## src/rtl/tiu_pkg.sv

```systemverilog
// Package: register map, field layout and reset values of the timer and interrupt unit
package tiu_pkg;
    // Register byte offsets on the APB bus
    localparam logic [7:0] TIU_OFS_RELOAD1   = 8'h00;
    localparam logic [7:0] TIU_OFS_RELOAD2   = 8'h04;
    localparam logic [7:0] TIU_OFS_COUNT1    = 8'h08;
    localparam logic [7:0] TIU_OFS_COUNT2    = 8'h0C;
    localparam logic [7:0] TIU_OFS_MASK      = 8'h10;
    localparam logic [7:0] TIU_OFS_REQUEST   = 8'h14;
    // Interrupt source bit positions
    localparam int TIU_SRC_EXT_EDGE   = 0;
    localparam int TIU_SRC_TIMER1     = 1;
    localparam int TIU_SRC_TIMER2     = 2;
    localparam int TIU_SRC_RESERVED   = 3;
    localparam int TIU_SRC_PWM_PERIOD = 4;
    localparam int TIU_NUM_SRC        = 5;
    // Reset values and the top count of a timer
    localparam logic [7:0] TIU_RELOAD_RST  = 8'h00;
    localparam logic [7:0] TIU_COUNT_RST   = 8'h00;
    localparam logic [4:0] TIU_MASK_RST    = 5'h00;
    localparam logic [4:0] TIU_REQUEST_RST = 5'h00;
    localparam logic [7:0] TIU_COUNT_MAX   = 8'hFF;
endpackage

```

## src/rtl/tiu_timer.sv

```systemverilog
// One reloadable 8-bit up-counting timer fed by a synchronised tick input
`timescale 1ns/1ps
`default_nettype none
module tiu_timer (
    input  wire logic       clk,
    input  wire logic       reset,
    input  wire logic       tickLevel,
    input  wire logic [7:0] reloadValue,
    output logic      [7:0] count,
    output logic            overflow
);
    logic tickPrev_r;
    logic tickRise;

    // Count on rising edges of the already synchronised oscillator level
    always_ff @(posedge clk) begin
        if (reset) begin
            tickPrev_r <= 1'b0;
        end else begin
            tickPrev_r <= tickLevel;
        end
    end
    assign tickRise = tickLevel & ~tickPrev_r;

    // Up counter, wraps to the reload value on passing the top
    always_ff @(posedge clk) begin
        if (reset) begin
            count    <= tiu_pkg::TIU_COUNT_RST;
            overflow <= 1'b0;
        end else begin
            overflow <= 1'b0;
            if (tickRise) begin
                if (count == tiu_pkg::TIU_COUNT_MAX) begin
                    count    <= reloadValue;
                    overflow <= 1'b1;
                end else begin
                    count <= count + 8'h01;
                end
            end
        end
    end
endmodule
`default_nettype wire

```

## src/rtl/timer_interrupt_unit.sv

```systemverilog
// Two reloadable timers and a five-source interrupt unit behind an APB slave
`timescale 1ns/1ps
`default_nettype none
module timer_interrupt_unit (
    input  wire logic        clk,
    input  wire logic        reset,
    input  wire logic        psel,
    input  wire logic        penable,
    input  wire logic        pwrite,
    input  wire logic [7:0]  paddr,
    input  wire logic [31:0] pwdata,
    output logic      [31:0] prdata,
    output logic             pready,
    output logic             pslverr,
    input  wire logic        firstPortLowestPin,
    input  wire logic        fastOscInput,
    input  wire logic        slowOscInput,
    input  wire logic        pwmPeriodDone,
    input  wire logic        reservedEvent,
    output logic             irq
);
    logic [7:0] reload1_r;
    logic [7:0] reload2_r;
    logic [4:0] interruptMaskReg_r;
    logic [4:0] request_r;
    logic [4:0] request_nxt;
    logic [7:0] count1;
    logic [7:0] count2;
    logic       ovf1;
    logic       ovf2;
    logic [2:0] pinSync_r;
    logic [1:0] fastSync_r;
    logic [1:0] slowSync_r;
    logic       accessCycle;
    logic       wrEn;
    logic       mapped;
    logic [4:0] events;
    logic       pinRise;
    logic       wrReload1;
    logic       wrReload2;
    logic       wrMask;
    logic       wrRequest;
    logic       rdSetup;
    logic [31:0] readMux;
    logic       irqPending;
    logic       readyNxt;
    logic       errNxt;

    // Register map, one aligned 32-bit word per register, data in the low bits:
    //   0x00  reload value of timer one, read and write
    //   0x04  reload value of timer two, read and write
    //   0x08  live count of timer one, read only
    //   0x0C  live count of timer two, read only
    //   0x10  interrupt mask, a set bit enables that source
    //   0x14  interrupt requests, sticky, write one to clear
    // Any other address answers with pslverr and reads as zero.
    // Upper data bits read as zero and are ignored on writes.
    //
    // Request and mask bit positions, shared by both registers:
    //   bit 0  rising edge on the lowest pin of the first port
    //   bit 1  overflow of timer one
    //   bit 2  overflow of timer two
    //   bit 3  reserved source, pulsed by neighbouring logic
    //   bit 4  end of a PWM sample period
    //
    // Latency seen from the bus:
    //   pin edge to request bit     three clock edges
    //   oscillator edge to count    three clock edges
    //   overflow to request bit     one clock edge
    //   request bit to irq          one clock edge
    //   setup cycle to pready       one clock edge, never a wait state
    //
    // Request register behaviour:
    //   Each source event sets its bit, and the bit stays set until
    //   software writes a one to it. Writing zero leaves a bit alone,
    //   so a handler may clear only the sources it has served.
    //   When an event and a clear of the same bit meet in one cycle the
    //   event wins; clearing a request can never lose a fresh event.
    //   Requests are recorded whether or not the source is masked, so
    //   software can poll masked sources.
    //
    // Interrupt output:
    //   irq is a registered level, high while any request bit is set
    //   together with its mask bit. It falls one edge after the last
    //   such request is cleared or masked.
    //
    // Timer behaviour:
    //   Each timer counts one tick per rising edge of its oscillator.
    //   On the tick after 0xFF the counter takes the reload value and
    //   pulses its overflow for one cycle, with no software help.
    //   A reload value written mid-period only shows at the next wrap.
    //
    // Limitations a user must know:
    //   Both oscillators are sampled as data, so each must stay below
    //   half of clk; a faster source loses ticks without any warning.
    //   Counters start from zero after reset, not from the reload value,
    //   so the first period of each timer is a full 256 ticks.
    //   Writes to the count registers are accepted and ignored.
    //   The clock may stop at any time and every register simply holds,
    //   but ticks and pin edges are only seen on clk edges and are lost meanwhile.
    //   The pin edge detector needs the pin to stay high for at least
    //   one clk period, or the rising edge may be missed.
    //
    // Trade-offs:
    //   Read data is captured in the setup cycle so that prdata comes
    //   from a flop; the price is that a count read is one cycle old.
    //   Zero wait states keep the slave simple; the bus never stalls.

    // Pin synchroniser; zero at reset matches the idle pin, so no false edge
    always_ff @(posedge clk) begin
        if (reset) begin
            pinSync_r <= 3'h0;
        end else begin
            pinSync_r <= {pinSync_r[1:0], firstPortLowestPin};
        end
    end

    // Fast oscillator synchroniser, two flops before the timer reads it
    always_ff @(posedge clk) begin
        if (reset) begin
            fastSync_r <= 2'h0;
        end else begin
            fastSync_r <= {fastSync_r[0], fastOscInput};
        end
    end

    // Slow oscillator synchroniser, two flops before the timer reads it
    always_ff @(posedge clk) begin
        if (reset) begin
            slowSync_r <= 2'h0;
        end else begin
            slowSync_r <= {slowSync_r[0], slowOscInput};
        end
    end

    // Each timer gets its own count source
    tiu_timer timer1 (
        .clk         (clk),
        .reset       (reset),
        .tickLevel   (fastSync_r[1]),
        .reloadValue (reload1_r),
        .count       (count1),
        .overflow    (ovf1)
    );
    tiu_timer timer2 (
        .clk         (clk),
        .reset       (reset),
        .tickLevel   (slowSync_r[1]),
        .reloadValue (reload2_r),
        .count       (count2),
        .overflow    (ovf2)
    );

    // Bus decode; APB access completes in the first access cycle
    assign accessCycle = psel & penable;
    assign wrEn        = accessCycle & pwrite;
    // Per-register write strobes, each valid only in the access cycle
    assign wrReload1   = wrEn & (paddr == tiu_pkg::TIU_OFS_RELOAD1);
    assign wrReload2   = wrEn & (paddr == tiu_pkg::TIU_OFS_RELOAD2);
    assign wrMask      = wrEn & (paddr == tiu_pkg::TIU_OFS_MASK);
    assign wrRequest   = wrEn & (paddr == tiu_pkg::TIU_OFS_REQUEST);
    always_comb begin
        case (paddr)
            tiu_pkg::TIU_OFS_RELOAD1,
            tiu_pkg::TIU_OFS_RELOAD2,
            tiu_pkg::TIU_OFS_COUNT1,
            tiu_pkg::TIU_OFS_COUNT2,
            tiu_pkg::TIU_OFS_MASK,
            tiu_pkg::TIU_OFS_REQUEST: mapped = 1'b1;
            default:                  mapped = 1'b0;
        endcase
    end

    // Reload of timer one; state only changes on real clock edges
    always_ff @(posedge clk) begin
        if (reset) begin
            reload1_r <= tiu_pkg::TIU_RELOAD_RST;
        end else if (wrReload1) begin
            reload1_r <= pwdata[7:0];
        end
    end

    // Reload of timer two, same layout
    always_ff @(posedge clk) begin
        if (reset) begin
            reload2_r <= tiu_pkg::TIU_RELOAD_RST;
        end else if (wrReload2) begin
            reload2_r <= pwdata[7:0];
        end
    end

    // Mask register, one bit per source
    always_ff @(posedge clk) begin
        if (reset) begin
            interruptMaskReg_r <= tiu_pkg::TIU_MASK_RST;
        end else if (wrMask) begin
            interruptMaskReg_r <= pwdata[4:0];
        end
    end

    // Rising edge of the synchronised pin, read only from the second stage on
    assign pinRise = pinSync_r[1] & ~pinSync_r[2];

    // Source events gathered into request positions
    always_comb begin
        events = 5'h00;
        events[tiu_pkg::TIU_SRC_EXT_EDGE]   = pinRise;
        events[tiu_pkg::TIU_SRC_TIMER1]     = ovf1;
        events[tiu_pkg::TIU_SRC_TIMER2]     = ovf2;
        events[tiu_pkg::TIU_SRC_RESERVED]   = reservedEvent;
        events[tiu_pkg::TIU_SRC_PWM_PERIOD] = pwmPeriodDone;
    end

    // Sticky requests, write one to clear; a new event beats a same-cycle clear
    always_comb begin
        request_nxt = request_r;
        if (wrRequest) begin
            request_nxt = request_nxt & ~pwdata[4:0];
        end
        request_nxt = request_nxt | events;
    end
    always_ff @(posedge clk) begin
        if (reset) begin
            request_r <= tiu_pkg::TIU_REQUEST_RST;
        end else begin
            request_r <= request_nxt;
        end
    end

    // Any enabled request keeps the interrupt pending
    assign irqPending = |(request_r & interruptMaskReg_r);

    // Interrupt from a flop, one cycle after the request bit shows
    always_ff @(posedge clk) begin
        if (reset) begin
            irq <= 1'b0;
        end else begin
            irq <= irqPending;
        end
    end

    // APB answer: ready with the access phase, error on unmapped address
    assign rdSetup  = psel & ~penable & ~pwrite;
    assign readyNxt = psel & ~penable & ~pready;
    assign errNxt   = readyNxt & ~mapped;

    // Read mux, taken in the setup cycle so the data stands with pready
    always_comb begin
        readMux = 32'h00000000;
        case (paddr)
            tiu_pkg::TIU_OFS_RELOAD1: readMux = {24'h000000, reload1_r};
            tiu_pkg::TIU_OFS_RELOAD2: readMux = {24'h000000, reload2_r};
            tiu_pkg::TIU_OFS_COUNT1:  readMux = {24'h000000, count1};
            tiu_pkg::TIU_OFS_COUNT2:  readMux = {24'h000000, count2};
            tiu_pkg::TIU_OFS_MASK:    readMux = {27'h0000000, interruptMaskReg_r};
            tiu_pkg::TIU_OFS_REQUEST: readMux = {27'h0000000, request_r};
            default:                  readMux = 32'h00000000;
        endcase
    end

    // Ready pulse, exactly one access cycle long
    always_ff @(posedge clk) begin
        if (reset) begin
            pready <= 1'b0;
        end else begin
            pready <= readyNxt;
        end
    end

    // Error flag rides with pready on an unmapped address
    always_ff @(posedge clk) begin
        if (reset) begin
            pslverr <= 1'b0;
        end else begin
            pslverr <= errNxt;
        end
    end

    // Read data is zero outside the access cycle, so stale values never leak
    always_ff @(posedge clk) begin
        if (reset) begin
            prdata <= 32'h00000000;
        end else if (rdSetup) begin
            prdata <= readMux;
        end else begin
            prdata <= 32'h00000000;
        end
    end
endmodule
`default_nettype wire

```

## config.mk

```make
export PLATFORM = sky130hd
export DESIGN_NAME = timer_interrupt_unit
export DESIGN_NICKNAME = d
export VERILOG_FILES = /design/src/rtl/tiu_pkg.sv /design/src/rtl/tiu_timer.sv /design/src/rtl/timer_interrupt_unit.sv
export SDC_FILE = /design/constraint.sdc
export NUM_CORES = 1
export LEC_CHECK = 0
export ABC_AREA = 1
export ABC_CLOCK_PERIOD_IN_PS = 2510
export BUFFER_PORTS_ARGS = -buffer_cell sky130_fd_sc_hd__buf_2
export CORE_MARGIN = 2
export CORE_UTILIZATION = 45
export CTS_BUF_LIST = sky130_fd_sc_hd__clkbuf_8
export DETAILED_ROUTE_END_ITERATION = 10
export HOLD_SLACK_MARGIN = 0.15
export PLACE_DENSITY = 0.65
export SLEW_MARGIN = 20
export SYNTH_ARGS = -nofsm -noshare
export SYNTH_HDL_FRONTEND = slang
export SYNTH_HIERARCHICAL = 1
export SYNTH_SLANG_ARGS = --single-unit
```

## constraint.sdc

```tcl
create_clock -name clk -period 2.51 [get_ports clk]
set_input_delay 0.502 -clock clk [delete_from_list [all_inputs] [get_ports clk]]
set_output_delay 0.502 -clock clk [all_outputs]
set_load 0.01 [all_outputs]
```

==> impl_results.html, run 1 <==
<table>
<tr><th>Metric</th><th>Value</th></tr>
<tr><th colspan="2">Outcome</th></tr>
<tr><td>Run status</td><td>finished, final reports clean</td></tr>
<tr><th colspan="2">Timing</th></tr>
<tr><td>Slew HR</td><td>0.623</td></tr>
<tr><td>Max-slew violation count</td><td>0</td></tr>
<tr><td>Period utilization</td><td>0.568</td></tr>
<tr><td>Worst-case hold slack</td><td>around 0.35 ns</td></tr>
<tr><td>Actual slew at the worst max-slew pin</td><td>around 0.57 ns</td></tr>
<tr><td>RSZ-0062 raised after global routing</td><td>false</td></tr>
<tr><td>Final critical-path setup slack</td><td>1.08 ns</td></tr>
<tr><td>Shortest period the worst path allows</td><td>between 1 and 1.5 ns</td></tr>
<tr><td>Worst Clk Skew</td><td>between 0.007 and 0.008 ns</td></tr>
<tr><td>Setup Viol. Count Final</td><td>0</td></tr>
<tr><td>Maximum clock rate</td><td>702 MHz</td></tr>
<tr><td>Setup TNS</td><td>0 ns</td></tr>
<tr><td>Final-report hold violation count</td><td>0</td></tr>
<tr><th colspan="2">Setup path</th></tr>
<tr><td>Top cell by count, worst path</td><td>sky130_fd_sc_hd__nand2_1</td></tr>
<tr><td>Crit-path slowest cell</td><td>sky130_fd_sc_hd__dfxtp_1</td></tr>
<tr><td>Category of the critical setup timing path</td><td>reg2reg</td></tr>
<tr><td>Worst setup SP type</td><td>flip-flop</td></tr>
<tr><td>CP Max Fanout</td><td>6</td></tr>
<tr><td>Required time worst endpoint</td><td>roughly 2.8 ns</td></tr>
<tr><td>Max stage delay on crit path</td><td>roughly 0.40 ns</td></tr>
<tr><td>Critical path capture point type</td><td>flip-flop</td></tr>
<tr><td>Worst path cell trace</td><td>ha_1 &gt; nand2_2 &gt; nor2_4 &gt; nand2_4 &gt; clkinv_2 &gt; nand2_1 &gt; nand2_1 &gt; nand3_1 &gt; nand2_1</td></tr>
<tr><td>Crit path DAT</td><td>1.71 ns</td></tr>
<tr><th colspan="2">Clocking</th></tr>
<tr><td>Setup fix buffers added after clock tree synthesis</td><td>0</td></tr>
<tr><td>CTS sink count</td><td>64</td></tr>
<tr><td>Clock insertion delay at the later pin of the skew report</td><td>about 0.34 ns</td></tr>
<tr><td># resized after CTS</td><td>0</td></tr>
<tr><td>Clock-pin slew on the worst setup and hold paths</td><td>0.08 ns</td></tr>
<tr><td>Clock Path Buffers</td><td>2</td></tr>
<tr><td>Clock tree from TritonCTS</td><td>yes</td></tr>
<tr><td>Root cell of the clock tree</td><td>sky130_fd_sc_hd__clkbuf_8</td></tr>
<tr><td>Hold-fix buffer count after cts</td><td>0</td></tr>
<tr><td>Total clock buffers created by CTS</td><td>9</td></tr>
<tr><td>Number of H-tree levels</td><td>3</td></tr>
<tr><th colspan="2">GRT</th></tr>
<tr><td>Initial antenna violation count</td><td>0</td></tr>
<tr><td>Total global routing overflow</td><td>0</td></tr>
<tr><td>Number of global-route vias before repair</td><td>between 2000 and 3000</td></tr>
<tr><td>Largest net degree at the start of global routing</td><td>24</td></tr>
<tr><td>Total routing usage reported by global routing</td><td>0.187</td></tr>
<tr><td>First-pass GRT wire length</td><td>12300 microns</td></tr>
<tr><th colspan="2">Final layout</th></tr>
<tr><td>Final core area utilization</td><td>0.517</td></tr>
<tr><td>Fraction of final layout cells sized beyond drive strength 1</td><td>0.221</td></tr>
<tr><td>Filler cell count in the final layout</td><td>~740</td></tr>
<tr><td>Area used by multi-input combinational logic</td><td>between 0.0015 and 0.002 sq mm</td></tr>
<tr><td>Area growth, synth to finish</td><td>10.0%</td></tr>
<tr><td>Sequential cell area</td><td>roughly 0.0013 sq mm</td></tr>
<tr><td>Antenna diodes</td><td>0</td></tr>
<tr><td>Nets@finish</td><td>roughly 560</td></tr>
<tr><th colspan="2">Logic synthesis</th></tr>
<tr><td>Number of different library cells in the post-synthesis netlist</td><td>33</td></tr>
<tr><td>Cell types occupying the most area after synthesis</td><td>sky130_fd_sc_hd__dfxtp_1 (37%), sky130_fd_sc_hd__nand2_1 (10%), sky130_fd_sc_hd__nor2_1 (6.9%), sky130_fd_sc_hd__nand3_1 (5.7%), sky130_fd_sc_hd__buf_4 (5.5%)</td></tr>
<tr><td>Share of the synthesized area in the top cell type</td><td>0.372</td></tr>
<tr><td>Total standard cell area after synthesis</td><td>0.00344 sq mm</td></tr>
<tr><td>Yosys Warn Count</td><td>6</td></tr>
<tr><td>Sequential cell area fraction in the yosys report</td><td>0.372</td></tr>
<tr><td>Synth Area per Inst</td><td>between 7 and 8 sq um</td></tr>
<tr><td>Flip-flop and latch count after synthesis</td><td>64</td></tr>
<tr><td>Cells after Synth</td><td>473</td></tr>
<tr><td>Post-synth top area cell</td><td>sky130_fd_sc_hd__dfxtp_1</td></tr>
<tr><th colspan="2">Placed design</th></tr>
<tr><td>Hpwl dp</td><td>between 5000 and 6000 microns</td></tr>
<tr><td>Global placement routability congestion</td><td>~0.88</td></tr>
<tr><td>Number of port buffers</td><td>36</td></tr>
<tr><td>Worst slack at placement</td><td>just over 0.8 ns</td></tr>
<tr><th colspan="2">Route</th></tr>
<tr><td>Vias</td><td>2964</td></tr>
<tr><td>Count of routing violations after the opening detailed-route iteration</td><td>~150</td></tr>
<tr><td>Via density per instance</td><td>between 4 and 5</td></tr>
<tr><td>Routed len/inst</td><td>~12 microns</td></tr>
<tr><td>Antenna-violating nets left</td><td>0</td></tr>
<tr><td>Number of detailed-route iterations in the first pass</td><td>7</td></tr>
<tr><td>Total wire length after detailed routing</td><td>7500 microns</td></tr>
<tr><td>Post-route DRC violation count</td><td>0</td></tr>
<tr><th colspan="2">Pwr</th></tr>
<tr><td>Total Power Consumption</td><td>~2100 uW</td></tr>
<tr><td>LEAKAGE</td><td>approximately 0.0017 uW</td></tr>
<tr><td>Maximum vdd drop</td><td>between 400 and 500 uV</td></tr>
<tr><td>Cell area power density</td><td>around 550 mW/mm^2</td></tr>
<tr><th colspan="2">Floorplanning</th></tr>
<tr><td>Cell Rows</td><td>31</td></tr>
<tr><td>I/O pins</td><td>85</td></tr>
<tr><td>Initial standard-cell utilization of the core</td><td>0.470</td></tr>
<tr><td>Area of the core</td><td>approximately 0.0073 sq mm</td></tr>
<tr><td>Chip height</td><td>a little over 90 microns</td></tr>
<tr><td>Overall die width</td><td>91.5 microns</td></tr>
<tr><td>Die footprint</td><td>between 0.008 and 0.009 sq mm</td></tr>
<tr><th colspan="2">Worst hold path</th></tr>
<tr><td>Hold crit path type</td><td>in2reg</td></tr>
<tr><th colspan="2">Job</th></tr>
<tr><td>Max-cap violations</td><td>0</td></tr>
</table>
-- through the flow --
stage                     instances  cell area (sq um)
final                           614               3790
after global routing            614               3790
after CTS                       614               3790
after detailed placement        598               3580
after global placement          598               3580
after floorplan                 496               3530
-- power by group --
part / leakage, uW / total (uW) / switching [uW] / internal (uW)
clock network: 0.0000989 / 914 / 425 / 489
registers: 0.000518 / 1040 / 9.11 / 1030
logic: 0.00109 / 146 / 104 / 42.6
-- layout make-up --
class | instances | share of cell area
clock inverter | 6 | 0.0178
inverter | 61 | 0.0680
tap | 99 | 0.0327
timing repair buffer | 37 | 0.0495
sequential | 64 | 0.338
multi-input combinational | 337 | 0.457
clock buffer | 10 | 0.0363
-- synth_stat cells --
| cell | n |
|---|---|
| sky130_fd_sc_hd__inv_2 | 15 |
| sky130_fd_sc_hd__a21oi_1 | 20 |
| sky130_fd_sc_hd__buf_8 | 1 |
| sky130_fd_sc_hd__a22o_1 | 2 |
| sky130_fd_sc_hd__clkinv_2 | 2 |
| sky130_fd_sc_hd__buf_4 | 25 |
| sky130_fd_sc_hd__clkinv_8 | 1 |
| sky130_fd_sc_hd__nor3_1 | 4 |
| sky130_fd_sc_hd__conb_1 | 1 |
| sky130_fd_sc_hd__nor2_1 | 63 |
| sky130_fd_sc_hd__o21bai_1 | 2 |
| sky130_fd_sc_hd__nand4_1 | 2 |
| sky130_fd_sc_hd__nand2_4 | 7 |
| sky130_fd_sc_hd__nand2_1 | 95 |
| sky130_fd_sc_hd__bufinv_8 | 1 |
| sky130_fd_sc_hd__clkbuf_1 | 3 |
| sky130_fd_sc_hd__a21boi_0 | 1 |
| sky130_fd_sc_hd__nand3_2 | 10 |
| sky130_fd_sc_hd__inv_1 | 42 |
| sky130_fd_sc_hd__dfxtp_1 | 64 |
| sky130_fd_sc_hd__nor2_2 | 7 |
| sky130_fd_sc_hd__nand3_4 | 1 |
| sky130_fd_sc_hd__nand2_2 | 5 |
| sky130_fd_sc_hd__nor2_8 | 3 |
| sky130_fd_sc_hd__nor2_4 | 8 |
| sky130_fd_sc_hd__buf_2 | 2 |
| sky130_fd_sc_hd__nand2_8 | 1 |
| sky130_fd_sc_hd__o21ai_1 | 17 |
| sky130_fd_sc_hd__a31oi_1 | 8 |
| sky130_fd_sc_hd__buf_6 | 3 |
| sky130_fd_sc_hd__o21ai_0 | 16 |
| sky130_fd_sc_hd__nand3_1 | 39 |
| sky130_fd_sc_hd__ha_1 | 2 |
-- layout by cell type (no fill, tap or decap), drive strengths merged --
cell	count
nand2	108
nor2	81
dfxtp	64
inv	58
nand3	50
buf	37
o21ai	33
conb	24
a21oi	20
clkbuf	10
a31oi	8
clkinv	5
nor3	4
a22o	2
clkinvlp	2
nand4	2
o21bai	2
ha	2
bufinv	2
a21boi	1
-- sequential cells by signal, indices dropped and copies added (netlist names), 2 cells and up --
name,flops
prdata,8
pinSync_r,3
timer1/count,8
interruptMaskReg_r,5
fastSync_r,2
timer2/count,8
request_r,5
slowSync_r,2
reload2_r,8
reload1_r,8
-- worst paths after layout --
kind | end | from | depth (start not counted) | slack [ns]
setup / recovery | timer1/count[3]$_SDFFE_PP0P_ | timer1/count[0]$_SDFFE_PP0P_ | 9 | 1.08
setup reg to reg | timer1/count[3]$_SDFFE_PP0P_ | timer1/count[0]$_SDFFE_PP0P_ | 9 | 1.08
hold / removal | slowSync_r[0]$_SDFF_PP0_ | slowOscInput | 3 | 0.35
hold reg to reg | pinSync_r[1]$_SDFF_PP0_ | pinSync_r[0]$_SDFF_PP0_ | 2 | 0.40
-- cells by family after synthesis --
| logic type | Yosys count | synth area share |
|---|---|---|
| and+or+nand+nor | 245 | 0.367 |
| buffers and inverters | 95 | 0.150 |
| AOI/OAI and AO/OA | 66 | 0.103 |
| DFF | 64 | 0.372 |
| adders and majority gates | 2 | 0.00727 |
| other | 1 | 0.00109 |
-- worst max-delay path: cells and delay by family, from the launching register on --
family / cells / cell delay (ns)
fa+ha+maj: 1 / 0.21
buf+inv: 1 / 0.09
flops: 1 / 0.40
simple gates: 7 / 0.66
-- routing by layer --
metal | wire length (microns) | global-route usage
met5 | 0 | 0
met4 | 162 | 0.0808
met2 | 3450 | 0.297
met1 | 3470 | 0.248
met3 | 423 | 0.0332
(Power assumes the default switching activity.)
==> run 2: changes to the inputs <==
- ABC_CLOCK_PERIOD_IN_PS: 2510 -> 1200
- PLACE_DENSITY: 0.65 -> 0.68
- clock period: 2.51 -> 1.2 ns (I/O delays scaled with it)
==> run 2 against run 1 <==
Net effect:
- flip-flop and latch count stayed put
- combinational power grew to 2.7 times the previous value
- count of clock-buffer cells in the layout is 1 lower
- global-route usage is 1.7 points higher
- critical endpoint is now timer2/count[6]$_SDFFE_PP0P_
- core utilization is 7.0 points higher
- the flow now finishes with violations (setup timing)
- first-iteration DRC count is 91% higher
- die area stayed put
- sequential power is 110% higher
- fmax is 15% higher
==> impl_results.html, run 2 (synthesis gave the netlist of run 1 again) <==
<table>
<tr><th>Metric</th><th>Value</th></tr>
<tr><th colspan="2">Setup path</th></tr>
<tr><td>Crit-path slowest cell</td><td>sky130_fd_sc_hd__dfxtp_2 (was sky130_fd_sc_hd__dfxtp_1)</td></tr>
<tr><td>Critical path capture point type</td><td>flip-flop (unchanged)</td></tr>
<tr><td>Worst path cell trace</td><td>ha_4 &gt; nand2_4 &gt; nor2_4 &gt; buf_4 &gt; buf_6 &gt; nand4_1 &gt; nand2_1 &gt; nor2_1 (was ha_1 &gt; nand2_2 &gt; nor2_4 &gt; nand2_4 &gt; clkinv_2 &gt; nand2_1 &gt; nand2_1 &gt; nand3_1 &gt; nand2_1)</td></tr>
<tr><td>Required time worst endpoint</td><td>1.45 ns (was 2.79 ns)</td></tr>
<tr><td>Crit-path leading delay family</td><td>simple AND/OR/NAND/NOR gates (unchanged)</td></tr>
<tr><td>Total buffers and inverters traversed by the critical path</td><td>2 (was 1)</td></tr>
<tr><td>Worst setup SP type</td><td>flip-flop (unchanged)</td></tr>
<tr><td>Crit path DAT</td><td>1.49 ns (was 1.71 ns)</td></tr>
<tr><td>Beginning of the worst register-to-register path</td><td>timer2/count[1]$_SDFFE_PP0P_ (was timer1/count[0]$_SDFFE_PP0P_)</td></tr>
<tr><td>Setup slack of the most critical reg-to-reg path</td><td>-0.04 ns (was 1.08 ns)</td></tr>
<tr><td>CP Max Fanout</td><td>5 (was 6)</td></tr>
<tr><td>Worst-case reg-to-reg path depth</td><td>8 (was 9)</td></tr>
<tr><td>Max stage delay on crit path</td><td>0.35 ns (was 0.40 ns)</td></tr>
<tr><td>Category of the critical setup timing path</td><td>reg2reg (unchanged)</td></tr>
<tr><td>Crit Reg-Reg Endpoint</td><td>timer2/count[6]$_SDFFE_PP0P_ (was timer1/count[3]$_SDFFE_PP0P_)</td></tr>
<tr><th colspan="2">GRT</th></tr>
<tr><td>Total routing usage reported by global routing</td><td>0.204 (was 0.187)</td></tr>
<tr><td>Total global routing overflow</td><td>0 (unchanged)</td></tr>
<tr><td>First-pass GRT wire length</td><td>13300 microns (was 12300 microns)</td></tr>
<tr><td>Number of global-route vias before repair</td><td>2905 (was 2654)</td></tr>
<tr><td>Initial antenna violation count</td><td>0 (unchanged)</td></tr>
<tr><td>Largest net degree at the start of global routing</td><td>24 (unchanged)</td></tr>
<tr><th colspan="2">Final layout</th></tr>
<tr><td>Most used cells in the layout excluding fill and tap cells</td><td>sky130_fd_sc_hd__nand2_1 (89), sky130_fd_sc_hd__nor2_1 (63), sky130_fd_sc_hd__dfxtp_1 (60), sky130_fd_sc_hd__inv_1 (41), sky130_fd_sc_hd__nand3_1 (38) (was sky130_fd_sc_hd__nand2_1 (95), sky130_fd_sc_hd__dfxtp_1 (64), sky130_fd_sc_hd__nor2_1 (63), sky130_fd_sc_hd__inv_1 (42), sky130_fd_sc_hd__nand3_1 (39))</td></tr>
<tr><td>Antenna diodes</td><td>0 (unchanged)</td></tr>
<tr><td>Nets@finish</td><td>606 (was 562)</td></tr>
<tr><td>Area growth, synth to finish</td><td>25.0% (was 10.0%)</td></tr>
<tr><td>Commonest non-fill, non-tap cell in the layout</td><td>sky130_fd_sc_hd__nand2_1 (unchanged)</td></tr>
<tr><td>Filler cell count in the final layout</td><td>676 (was 744)</td></tr>
<tr><td>Final core area utilization</td><td>0.587 (was 0.517)</td></tr>
<tr><td>Fraction of final layout cells sized beyond drive strength 1</td><td>0.301 (was 0.221)</td></tr>
<tr><th colspan="2">Clocking</th></tr>
<tr><td>Clock-pin slew on the worst setup and hold paths</td><td>0.08 ns (about the same)</td></tr>
<tr><td>Root cell of the clock tree</td><td>sky130_fd_sc_hd__clkbuf_8 (unchanged)</td></tr>
<tr><td>CTS sink count</td><td>64 (unchanged)</td></tr>
<tr><td>Clock tree from TritonCTS</td><td>yes (unchanged)</td></tr>
<tr><td>Total clock buffers created by CTS</td><td>9 (unchanged)</td></tr>
<tr><td>Clock insertion delay at the later pin of the skew report</td><td>0.36 ns (was 0.34 ns)</td></tr>
<tr><td>Clock Path Buffers</td><td>2 (unchanged)</td></tr>
<tr><td>Number of H-tree levels</td><td>3 (unchanged)</td></tr>
<tr><th colspan="2">Pwr</th></tr>
<tr><td>Fraction of power consumed by the clock network</td><td>0.454 (was 0.436)</td></tr>
<tr><td>Cell area power density</td><td>1090 mW/mm^2 (was 554 mW/mm^2)</td></tr>
<tr><td>Portion of total power attributed to sequential cells</td><td>0.462 (was 0.495)</td></tr>
<tr><td>Maximum vdd drop</td><td>897 uV (was 406 uV)</td></tr>
<tr><td>LEAKAGE</td><td>0.00198 uW (was 0.00170 uW)</td></tr>
<tr><td>Internal power consumption</td><td>3500 uW (was 1560 uW)</td></tr>
<tr><td>Switching power of the nets</td><td>1200 uW (was 538 uW)</td></tr>
<tr><td>Sw frac</td><td>0.256 (about the same)</td></tr>
<tr><td>Combinational group share of total power</td><td>0.083 (was 0.070)</td></tr>
<tr><th colspan="2">Floorplanning</th></tr>
<tr><td>I/O pins</td><td>85 (unchanged)</td></tr>
<tr><td>Initial standard-cell utilization of the core</td><td>0.470 (unchanged)</td></tr>
<tr><td>Area of the core</td><td>0.00733 sq mm (unchanged)</td></tr>
<tr><td>Cell Rows</td><td>31 (unchanged)</td></tr>
<tr><td>Overall die width</td><td>91.5 microns (unchanged)</td></tr>
<tr><td>Die footprint</td><td>0.00837 sq mm (unchanged)</td></tr>
<tr><td>Chip height</td><td>91.5 microns (unchanged)</td></tr>
<tr><th colspan="2">Route</th></tr>
<tr><td>Number of detailed-route iterations in the first pass</td><td>4 (was 7)</td></tr>
<tr><td>Via density per instance</td><td>4.75 (was 4.83)</td></tr>
<tr><td>Count of routing violations after the opening detailed-route iteration</td><td>281 (was 147)</td></tr>
<tr><td>Routed len/inst</td><td>12.2 microns (about the same)</td></tr>
<tr><td>Total wire length after detailed routing</td><td>8010 microns (was 7500 microns)</td></tr>
<tr><td>Vias</td><td>3127 (was 2964)</td></tr>
<tr><td>Antenna-violating nets left</td><td>0 (unchanged)</td></tr>
<tr><td>Post-route DRC violation count</td><td>0 (unchanged)</td></tr>
<tr><th colspan="2">Placed design</th></tr>
<tr><td>Number of port buffers</td><td>36 (unchanged)</td></tr>
<tr><td>Hpwl dp</td><td>6120 microns (was 5740 microns)</td></tr>
<tr><td>Global placement routability congestion</td><td>0.897 (was 0.880)</td></tr>
<tr><th colspan="2">Outcome</th></tr>
<tr><td>Failing checks</td><td>setup timing</td></tr>
<tr><td>Run status</td><td>finished, violations left (was finished, final reports clean)</td></tr>
<tr><th colspan="2">Timing</th></tr>
<tr><td>Worst-case hold slack</td><td>0.154 ns (was 0.352 ns)</td></tr>
<tr><td>Max-slew violation count</td><td>0 (unchanged)</td></tr>
<tr><td>Shortest period the worst path allows</td><td>1.24 ns (was 1.43 ns)</td></tr>
<tr><td>RSZ-0062 raised after global routing</td><td>true (was false)</td></tr>
<tr><td>Final critical-path setup slack</td><td>-0.0390 ns (was 1.08 ns)</td></tr>
<tr><td>Maximum clock rate</td><td>807 MHz (was 702 MHz)</td></tr>
<tr><td>Setup Viol. Count Final</td><td>5 (was 0)</td></tr>
<tr><td>Worst Clk Skew</td><td>0.00774 ns (was 0.00776 ns)</td></tr>
<tr><td>Period utilization</td><td>1.03 (was 0.568)</td></tr>
<tr><td>Final-report hold violation count</td><td>0 (unchanged)</td></tr>
<tr><th colspan="2">Worst hold path</th></tr>
<tr><td>Worst hold stages</td><td>3 (unchanged)</td></tr>
<tr><td>Worst Min Path Start</td><td>pwdata[7] (was slowOscInput)</td></tr>
<tr><td>Worst Hold Path EP</td><td>reload1_r[7]$_SDFFE_PP0P_ (was slowSync_r[0]$_SDFF_PP0_)</td></tr>
<tr><td>Hold crit path type</td><td>in2reg (unchanged)</td></tr>
<tr><th colspan="2">Job</th></tr>
<tr><td>Max-cap violations</td><td>0 (unchanged)</td></tr>
</table>
-- run 2: cell count changes in the layout (fill, tap and decap cells not counted), sizes merged --
cell         previous run  this run
dlygate4sd3             0         6
bufinv                  2         3
clkinvlp                2         1
clkbuf                 10         9
inv                    58        59
buf                    37        75
-- run 2: layer usage --
metal	vias up	GRT usage	share of wire
met4	0	0.105	0.025
li1	1615	-	-
met3	14	0.0448	0.055
met2	92	0.321	0.47
met5	-	0	0
met1	1406	0.262	0.45
-- run 2: worst max-delay path by stage --
stage | start | to | slack, ns | depth (start not counted)
after CTS | timer2/count[1]$_SDFFE_PP0P_ | timer2/count[7]$_SDFFE_PP0P_ | -0.04 | 9
after floorplan | timer1/count[0]$_SDFFE_PP0P_ | timer1/count[3]$_SDFFE_PP0P_ | 0.01 | 8
after detailed placement | paddr[5] | prdata[4]$_SDFF_PP0_ | -0.1 | 9
after global routing | timer2/count[1]$_SDFFE_PP0P_ | timer2/count[7]$_SDFFE_PP0P_ | -0.12 | 9
final | timer2/count[1]$_SDFFE_PP0P_ | timer2/count[6]$_SDFFE_PP0P_ | -0.04 | 8
after global placement | paddr[3] | request_r[0]$_SDFF_PP0_ | -0.08 | 9
-- run 2: cell type report --
| cell class | count | area, sq um | area share |
|---|---|---|---|
| clock buffers | 9 | 124 | 0.0288 |
| clock inverters | 7 | 103 | 0.0238 |
| inverters | 61 | 265 | 0.0616 |
| multi-input cells | 337 | 1820 | 0.422 |
| flip-flops and latches | 64 | 1290 | 0.299 |
| well taps | 99 | 124 | 0.0288 |
| repair buffers | 81 | 587 | 0.136 |
-- run 2: what timing repair did --
item | CTS | global route
pin swaps | 10 | 7
hold buffers | 6 | 0
setup endpoints to repair | 14 | 18
hold endpoints to repair | 6 | 0
gates resized for setup | 15 | 12
setup buffers | 4 | 3
-- run 2: per-stage QoR --
stage                     setup WS, ns  std cells  instance area, sq um  TNS, ns  power, uW
after floorplan                0.00967        496                  3530        0       2480
after global routing            -0.116        658                  4310   -0.981       4900
after CTS                      -0.0448        655                  4250  -0.0983       4740
final                          -0.0390        658                  4310   -0.101       4700
after detailed placement       -0.0998        629                  3850    -2.18       2580
after global placement         -0.0772        629                  3850    -1.46       2570
-- run 2: worst register-to-register path, stage by stage (launching register included) --
cell                      delay, ns
sky130_fd_sc_hd__dfxtp_2       0.35
sky130_fd_sc_hd__ha_4          0.15
sky130_fd_sc_hd__nand2_4       0.06
sky130_fd_sc_hd__nor2_4        0.17
sky130_fd_sc_hd__buf_4         0.15
sky130_fd_sc_hd__buf_6         0.08
sky130_fd_sc_hd__nand4_1       0.08
sky130_fd_sc_hd__nand2_1       0.07
sky130_fd_sc_hd__nor2_1        0.04
-- run 2: power by group through the flow --
stage	Sequential (uW)	Clock, uW	Combinational (uW)
CTS	2170	2180	385
finish	2170	2130	392
global placement	2210	0	357
floorplan	2220	0	264
global route	2180	2290	436
detailed placement	2220	0	365
==> run 3: changes to the inputs <==
- RECOVER_POWER: unset -> 25
- SLEW_MARGIN: 20 -> unset
==> run 3 against run 2 <==
Net effect:
- the flow still finishes with violations (setup timing)
- fmax about the same
- first-iteration DRC count down 7.5%
- core utilization down 0.26 points
- final area down 0.44%
- flip-flop and latch count unchanged
- hold slack worse by 0.00099 ns
- critical endpoint unchanged
- sequential share of layout area up 0.13 points
- final cell count unchanged
- global-route usage unchanged
- non-clock buffer count unchanged
- via count up 0.42%
- combinational power down 2%
==> impl_results.html, run 3 (synthesis gave the netlist of run 1 again) <==
<table>
<tr><th>Metric</th><th>Value</th></tr>
<tr><th colspan="2">Route</th></tr>
<tr><td>Count of routing violations after the opening detailed-route iteration</td><td>260 (was 281)</td></tr>
<tr><td>Total wire length after detailed routing</td><td>8040 microns (was 8010 microns)</td></tr>
<tr><td>Antenna-violating nets left</td><td>0 (unchanged)</td></tr>
<tr><td>Post-route DRC violation count</td><td>0 (unchanged)</td></tr>
<tr><td>Vias</td><td>3140 (was 3127)</td></tr>
<tr><td>Number of detailed-route iterations in the first pass</td><td>4 (unchanged)</td></tr>
<tr><td>Routed len/inst</td><td>12.2 microns (about the same)</td></tr>
<tr><td>Via density per instance</td><td>4.77 (was 4.75)</td></tr>
<tr><th colspan="2">Timing</th></tr>
<tr><td>Setup TNS</td><td>-0.100 ns (was -0.101 ns)</td></tr>
<tr><td>Final critical-path setup slack</td><td>-0.0389 ns (was -0.0390 ns)</td></tr>
<tr><td>Maximum clock rate</td><td>807 MHz (about the same)</td></tr>
<tr><td>Shortest period the worst path allows</td><td>1.24 ns (about the same)</td></tr>
<tr><td>Period utilization</td><td>1.03 (about the same)</td></tr>
<tr><td>Worst Clk Skew</td><td>0.00797 ns (was 0.00774 ns)</td></tr>
<tr><td>RSZ-0062 raised after global routing</td><td>true (unchanged)</td></tr>
<tr><td>Setup Viol. Count Final</td><td>5 (unchanged)</td></tr>
<tr><td>Worst-case hold slack</td><td>0.153 ns (was 0.154 ns)</td></tr>
<tr><td>Final-report hold violation count</td><td>0 (unchanged)</td></tr>
<tr><td>Max-slew violation count</td><td>0 (unchanged)</td></tr>
<tr><th colspan="2">Clocking</th></tr>
<tr><td>CTS sink count</td><td>64 (unchanged)</td></tr>
<tr><td>Root cell of the clock tree</td><td>sky130_fd_sc_hd__clkbuf_8 (unchanged)</td></tr>
<tr><td>Clock tree from TritonCTS</td><td>yes (unchanged)</td></tr>
<tr><td>Total clock buffers created by CTS</td><td>9 (unchanged)</td></tr>
<tr><td>Clock-pin slew on the worst setup and hold paths</td><td>0.08 ns (about the same)</td></tr>
<tr><td>Clock insertion delay at the later pin of the skew report</td><td>0.36 ns (about the same)</td></tr>
<tr><td>Number of H-tree levels</td><td>3 (unchanged)</td></tr>
<tr><td>Clock Path Buffers</td><td>2 (unchanged)</td></tr>
<tr><th colspan="2">Setup path</th></tr>
<tr><td>Crit path DAT</td><td>1.50 ns (was 1.49 ns)</td></tr>
<tr><td>Crit Reg-Reg Endpoint</td><td>timer2/count[6]$_SDFFE_PP0P_ (unchanged)</td></tr>
<tr><td>Setup slack of the most critical reg-to-reg path</td><td>-0.04 ns (about the same)</td></tr>
<tr><td>Required time worst endpoint</td><td>1.46 ns (was 1.45 ns)</td></tr>
<tr><td>Beginning of the worst register-to-register path</td><td>timer2/count[1]$_SDFFE_PP0P_ (unchanged)</td></tr>
<tr><td>Category of the critical setup timing path</td><td>reg2reg (unchanged)</td></tr>
<tr><td>Worst setup SP type</td><td>flip-flop (unchanged)</td></tr>
<tr><td>CP Max Fanout</td><td>5 (unchanged)</td></tr>
<tr><td>Critical path capture point type</td><td>flip-flop (unchanged)</td></tr>
<tr><td>Worst-case reg-to-reg path depth</td><td>8 (unchanged)</td></tr>
<tr><th colspan="2">Floorplanning</th></tr>
<tr><td>I/O pins</td><td>85 (unchanged)</td></tr>
<tr><td>Die footprint</td><td>0.00837 sq mm (unchanged)</td></tr>
<tr><td>Initial standard-cell utilization of the core</td><td>0.470 (unchanged)</td></tr>
<tr><td>Area of the core</td><td>0.00733 sq mm (unchanged)</td></tr>
<tr><td>Overall die width</td><td>91.5 microns (unchanged)</td></tr>
<tr><td>Cell Rows</td><td>31 (unchanged)</td></tr>
<tr><td>Chip height</td><td>91.5 microns (unchanged)</td></tr>
<tr><th colspan="2">GRT</th></tr>
<tr><td>Initial antenna violation count</td><td>0 (unchanged)</td></tr>
<tr><td>Total global routing overflow</td><td>0 (unchanged)</td></tr>
<tr><td>Largest net degree at the start of global routing</td><td>24 (unchanged)</td></tr>
<tr><td>Total routing usage reported by global routing</td><td>0.204 (unchanged)</td></tr>
<tr><td>First-pass GRT wire length</td><td>13300 microns (unchanged)</td></tr>
<tr><td>Number of global-route vias before repair</td><td>2905 (unchanged)</td></tr>
<tr><th colspan="2">Outcome</th></tr>
<tr><td>Run status</td><td>finished, violations left (unchanged)</td></tr>
<tr><td>Failing checks</td><td>setup timing (unchanged)</td></tr>
<tr><th colspan="2">Worst hold path</th></tr>
<tr><td>Worst Hold Path EP</td><td>reload1_r[7]$_SDFFE_PP0P_ (unchanged)</td></tr>
<tr><td>Worst hold stages</td><td>3 (unchanged)</td></tr>
<tr><td>Worst Min Path Start</td><td>pwdata[7] (unchanged)</td></tr>
<tr><td>Hold crit path type</td><td>in2reg (unchanged)</td></tr>
<tr><th colspan="2">Placed design</th></tr>
<tr><td>Number of port buffers</td><td>36 (unchanged)</td></tr>
<tr><td>Cell total after placement</td><td>629 (unchanged)</td></tr>
<tr><td>Hpwl dp</td><td>6120 microns (unchanged)</td></tr>
<tr><td>Global placement routability congestion</td><td>0.897 (unchanged)</td></tr>
<tr><th colspan="2">Final layout</th></tr>
<tr><td>Most used cells in the layout excluding fill and tap cells</td><td>sky130_fd_sc_hd__nand2_1 (89), sky130_fd_sc_hd__nor2_1 (63), sky130_fd_sc_hd__dfxtp_1 (60), sky130_fd_sc_hd__inv_1 (43), sky130_fd_sc_hd__nand3_1 (38) (was sky130_fd_sc_hd__nand2_1 (89), sky130_fd_sc_hd__nor2_1 (63), sky130_fd_sc_hd__dfxtp_1 (60), sky130_fd_sc_hd__inv_1 (41), sky130_fd_sc_hd__nand3_1 (38))</td></tr>
<tr><td>Final Instance Count excl. Fillers</td><td>658 (unchanged)</td></tr>
<tr><td>Nets@finish</td><td>606 (unchanged)</td></tr>
<tr><td>Commonest non-fill, non-tap cell in the layout</td><td>sky130_fd_sc_hd__nand2_1 (unchanged)</td></tr>
<tr><td>Area growth, synth to finish</td><td>24.5% (was 25.0%)</td></tr>
<tr><td>Fraction of final layout cells sized beyond drive strength 1</td><td>0.295 (was 0.301)</td></tr>
<tr><td>Final core area utilization</td><td>0.585 (was 0.587)</td></tr>
<tr><td>Filler cell count in the final layout</td><td>678 (was 676)</td></tr>
<tr><td>Antenna diodes</td><td>0 (unchanged)</td></tr>
<tr><th colspan="2">Pwr</th></tr>
<tr><td>Total Power Consumption</td><td>4700 uW (about the same)</td></tr>
<tr><td>Maximum vdd drop</td><td>897 uV (about the same)</td></tr>
<tr><td>Cell area power density</td><td>1100 mW/mm^2 (was 1090 mW/mm^2)</td></tr>
<tr><td>LEAKAGE</td><td>0.00197 uW (was 0.00198 uW)</td></tr>
<tr><th colspan="2">Job</th></tr>
<tr><td>Max-cap violations</td><td>0 (unchanged)</td></tr>
</table>
## run 3: routing by layer
metal | part of all wire | vias up | GRT usage
li1 | - | 1619 | -
met1 | 0.45 | 1411 | 0.262
met2 | 0.46 | 95 | 0.321
met3 | 0.063 | 15 | 0.0448
met4 | 0.023 | 0 | 0.105
met5 | 0 | - | 0
## run 3: critical path, cell delays in order (launching register included)
cell,delay (ns)
sky130_fd_sc_hd__dfxtp_2,0.35
sky130_fd_sc_hd__ha_4,0.15
sky130_fd_sc_hd__nand2_4,0.06
sky130_fd_sc_hd__nor2_4,0.17
sky130_fd_sc_hd__buf_4,0.15
sky130_fd_sc_hd__buf_6,0.08
sky130_fd_sc_hd__nand4_1,0.08
sky130_fd_sc_hd__nand2_1,0.07
sky130_fd_sc_hd__nor2_1,0.04
## run 3: repair_timing
item / in CTS / in global routing
pin swaps: 10 / 7
setup buffers: 4 / 3
gates resized for setup: 15 / 12
endpoints found under the hold margin: 6 / 0
setup endpoints to repair: 14 / 18
hold buffers: 6 / 0
## run 3: worst max-delay path by stage
stage / startpoint / slack, ns / end
2_1_floorplan: timer1/count[0]$_SDFFE_PP0P_ / 0.01 / timer1/count[3]$_SDFFE_PP0P_
3_3_place_gp: paddr[3] / -0.08 / request_r[0]$_SDFF_PP0_
3_5_place_dp: paddr[5] / -0.1 / prdata[4]$_SDFF_PP0_
4_1_cts: timer2/count[1]$_SDFFE_PP0P_ / -0.04 / timer2/count[7]$_SDFFE_PP0P_
5_1_grt: timer2/count[1]$_SDFFE_PP0P_ / -0.12 / timer2/count[7]$_SDFFE_PP0P_
6_report: timer2/count[1]$_SDFFE_PP0P_ / -0.04 / timer2/count[6]$_SDFFE_PP0P_
## run 3: where the power goes
| group | internal, uW | switching [uW] |
|---|---|---|
| combinational | 147 | 237 |
| clock | 1190 | 956 |
| sequential | 2150 | 18.9 |
| total | 3490 | 1210 |
## run 3: area by class of cell
class	count	area [sq um]	share of cell area
Clock inverter	7	103	0.0239
Inverter	61	265	0.0619
Clock buffer	9	124	0.0289
Timing Repair Buffer	81	568	0.133
Sequential cell	64	1290	0.300
Multi-Input combinational cell	337	1820	0.424
Tap cell	99	124	0.0289
## run 3: stage by stage
stage,cell area [sq um],worst slack [ns]
after CTS,4250,-0.0448
after global routing,4290,-0.116
after floorplan,3530,0.00967
after global placement,3850,-0.0772
after detailed placement,3850,-0.0998
final,4290,-0.0389
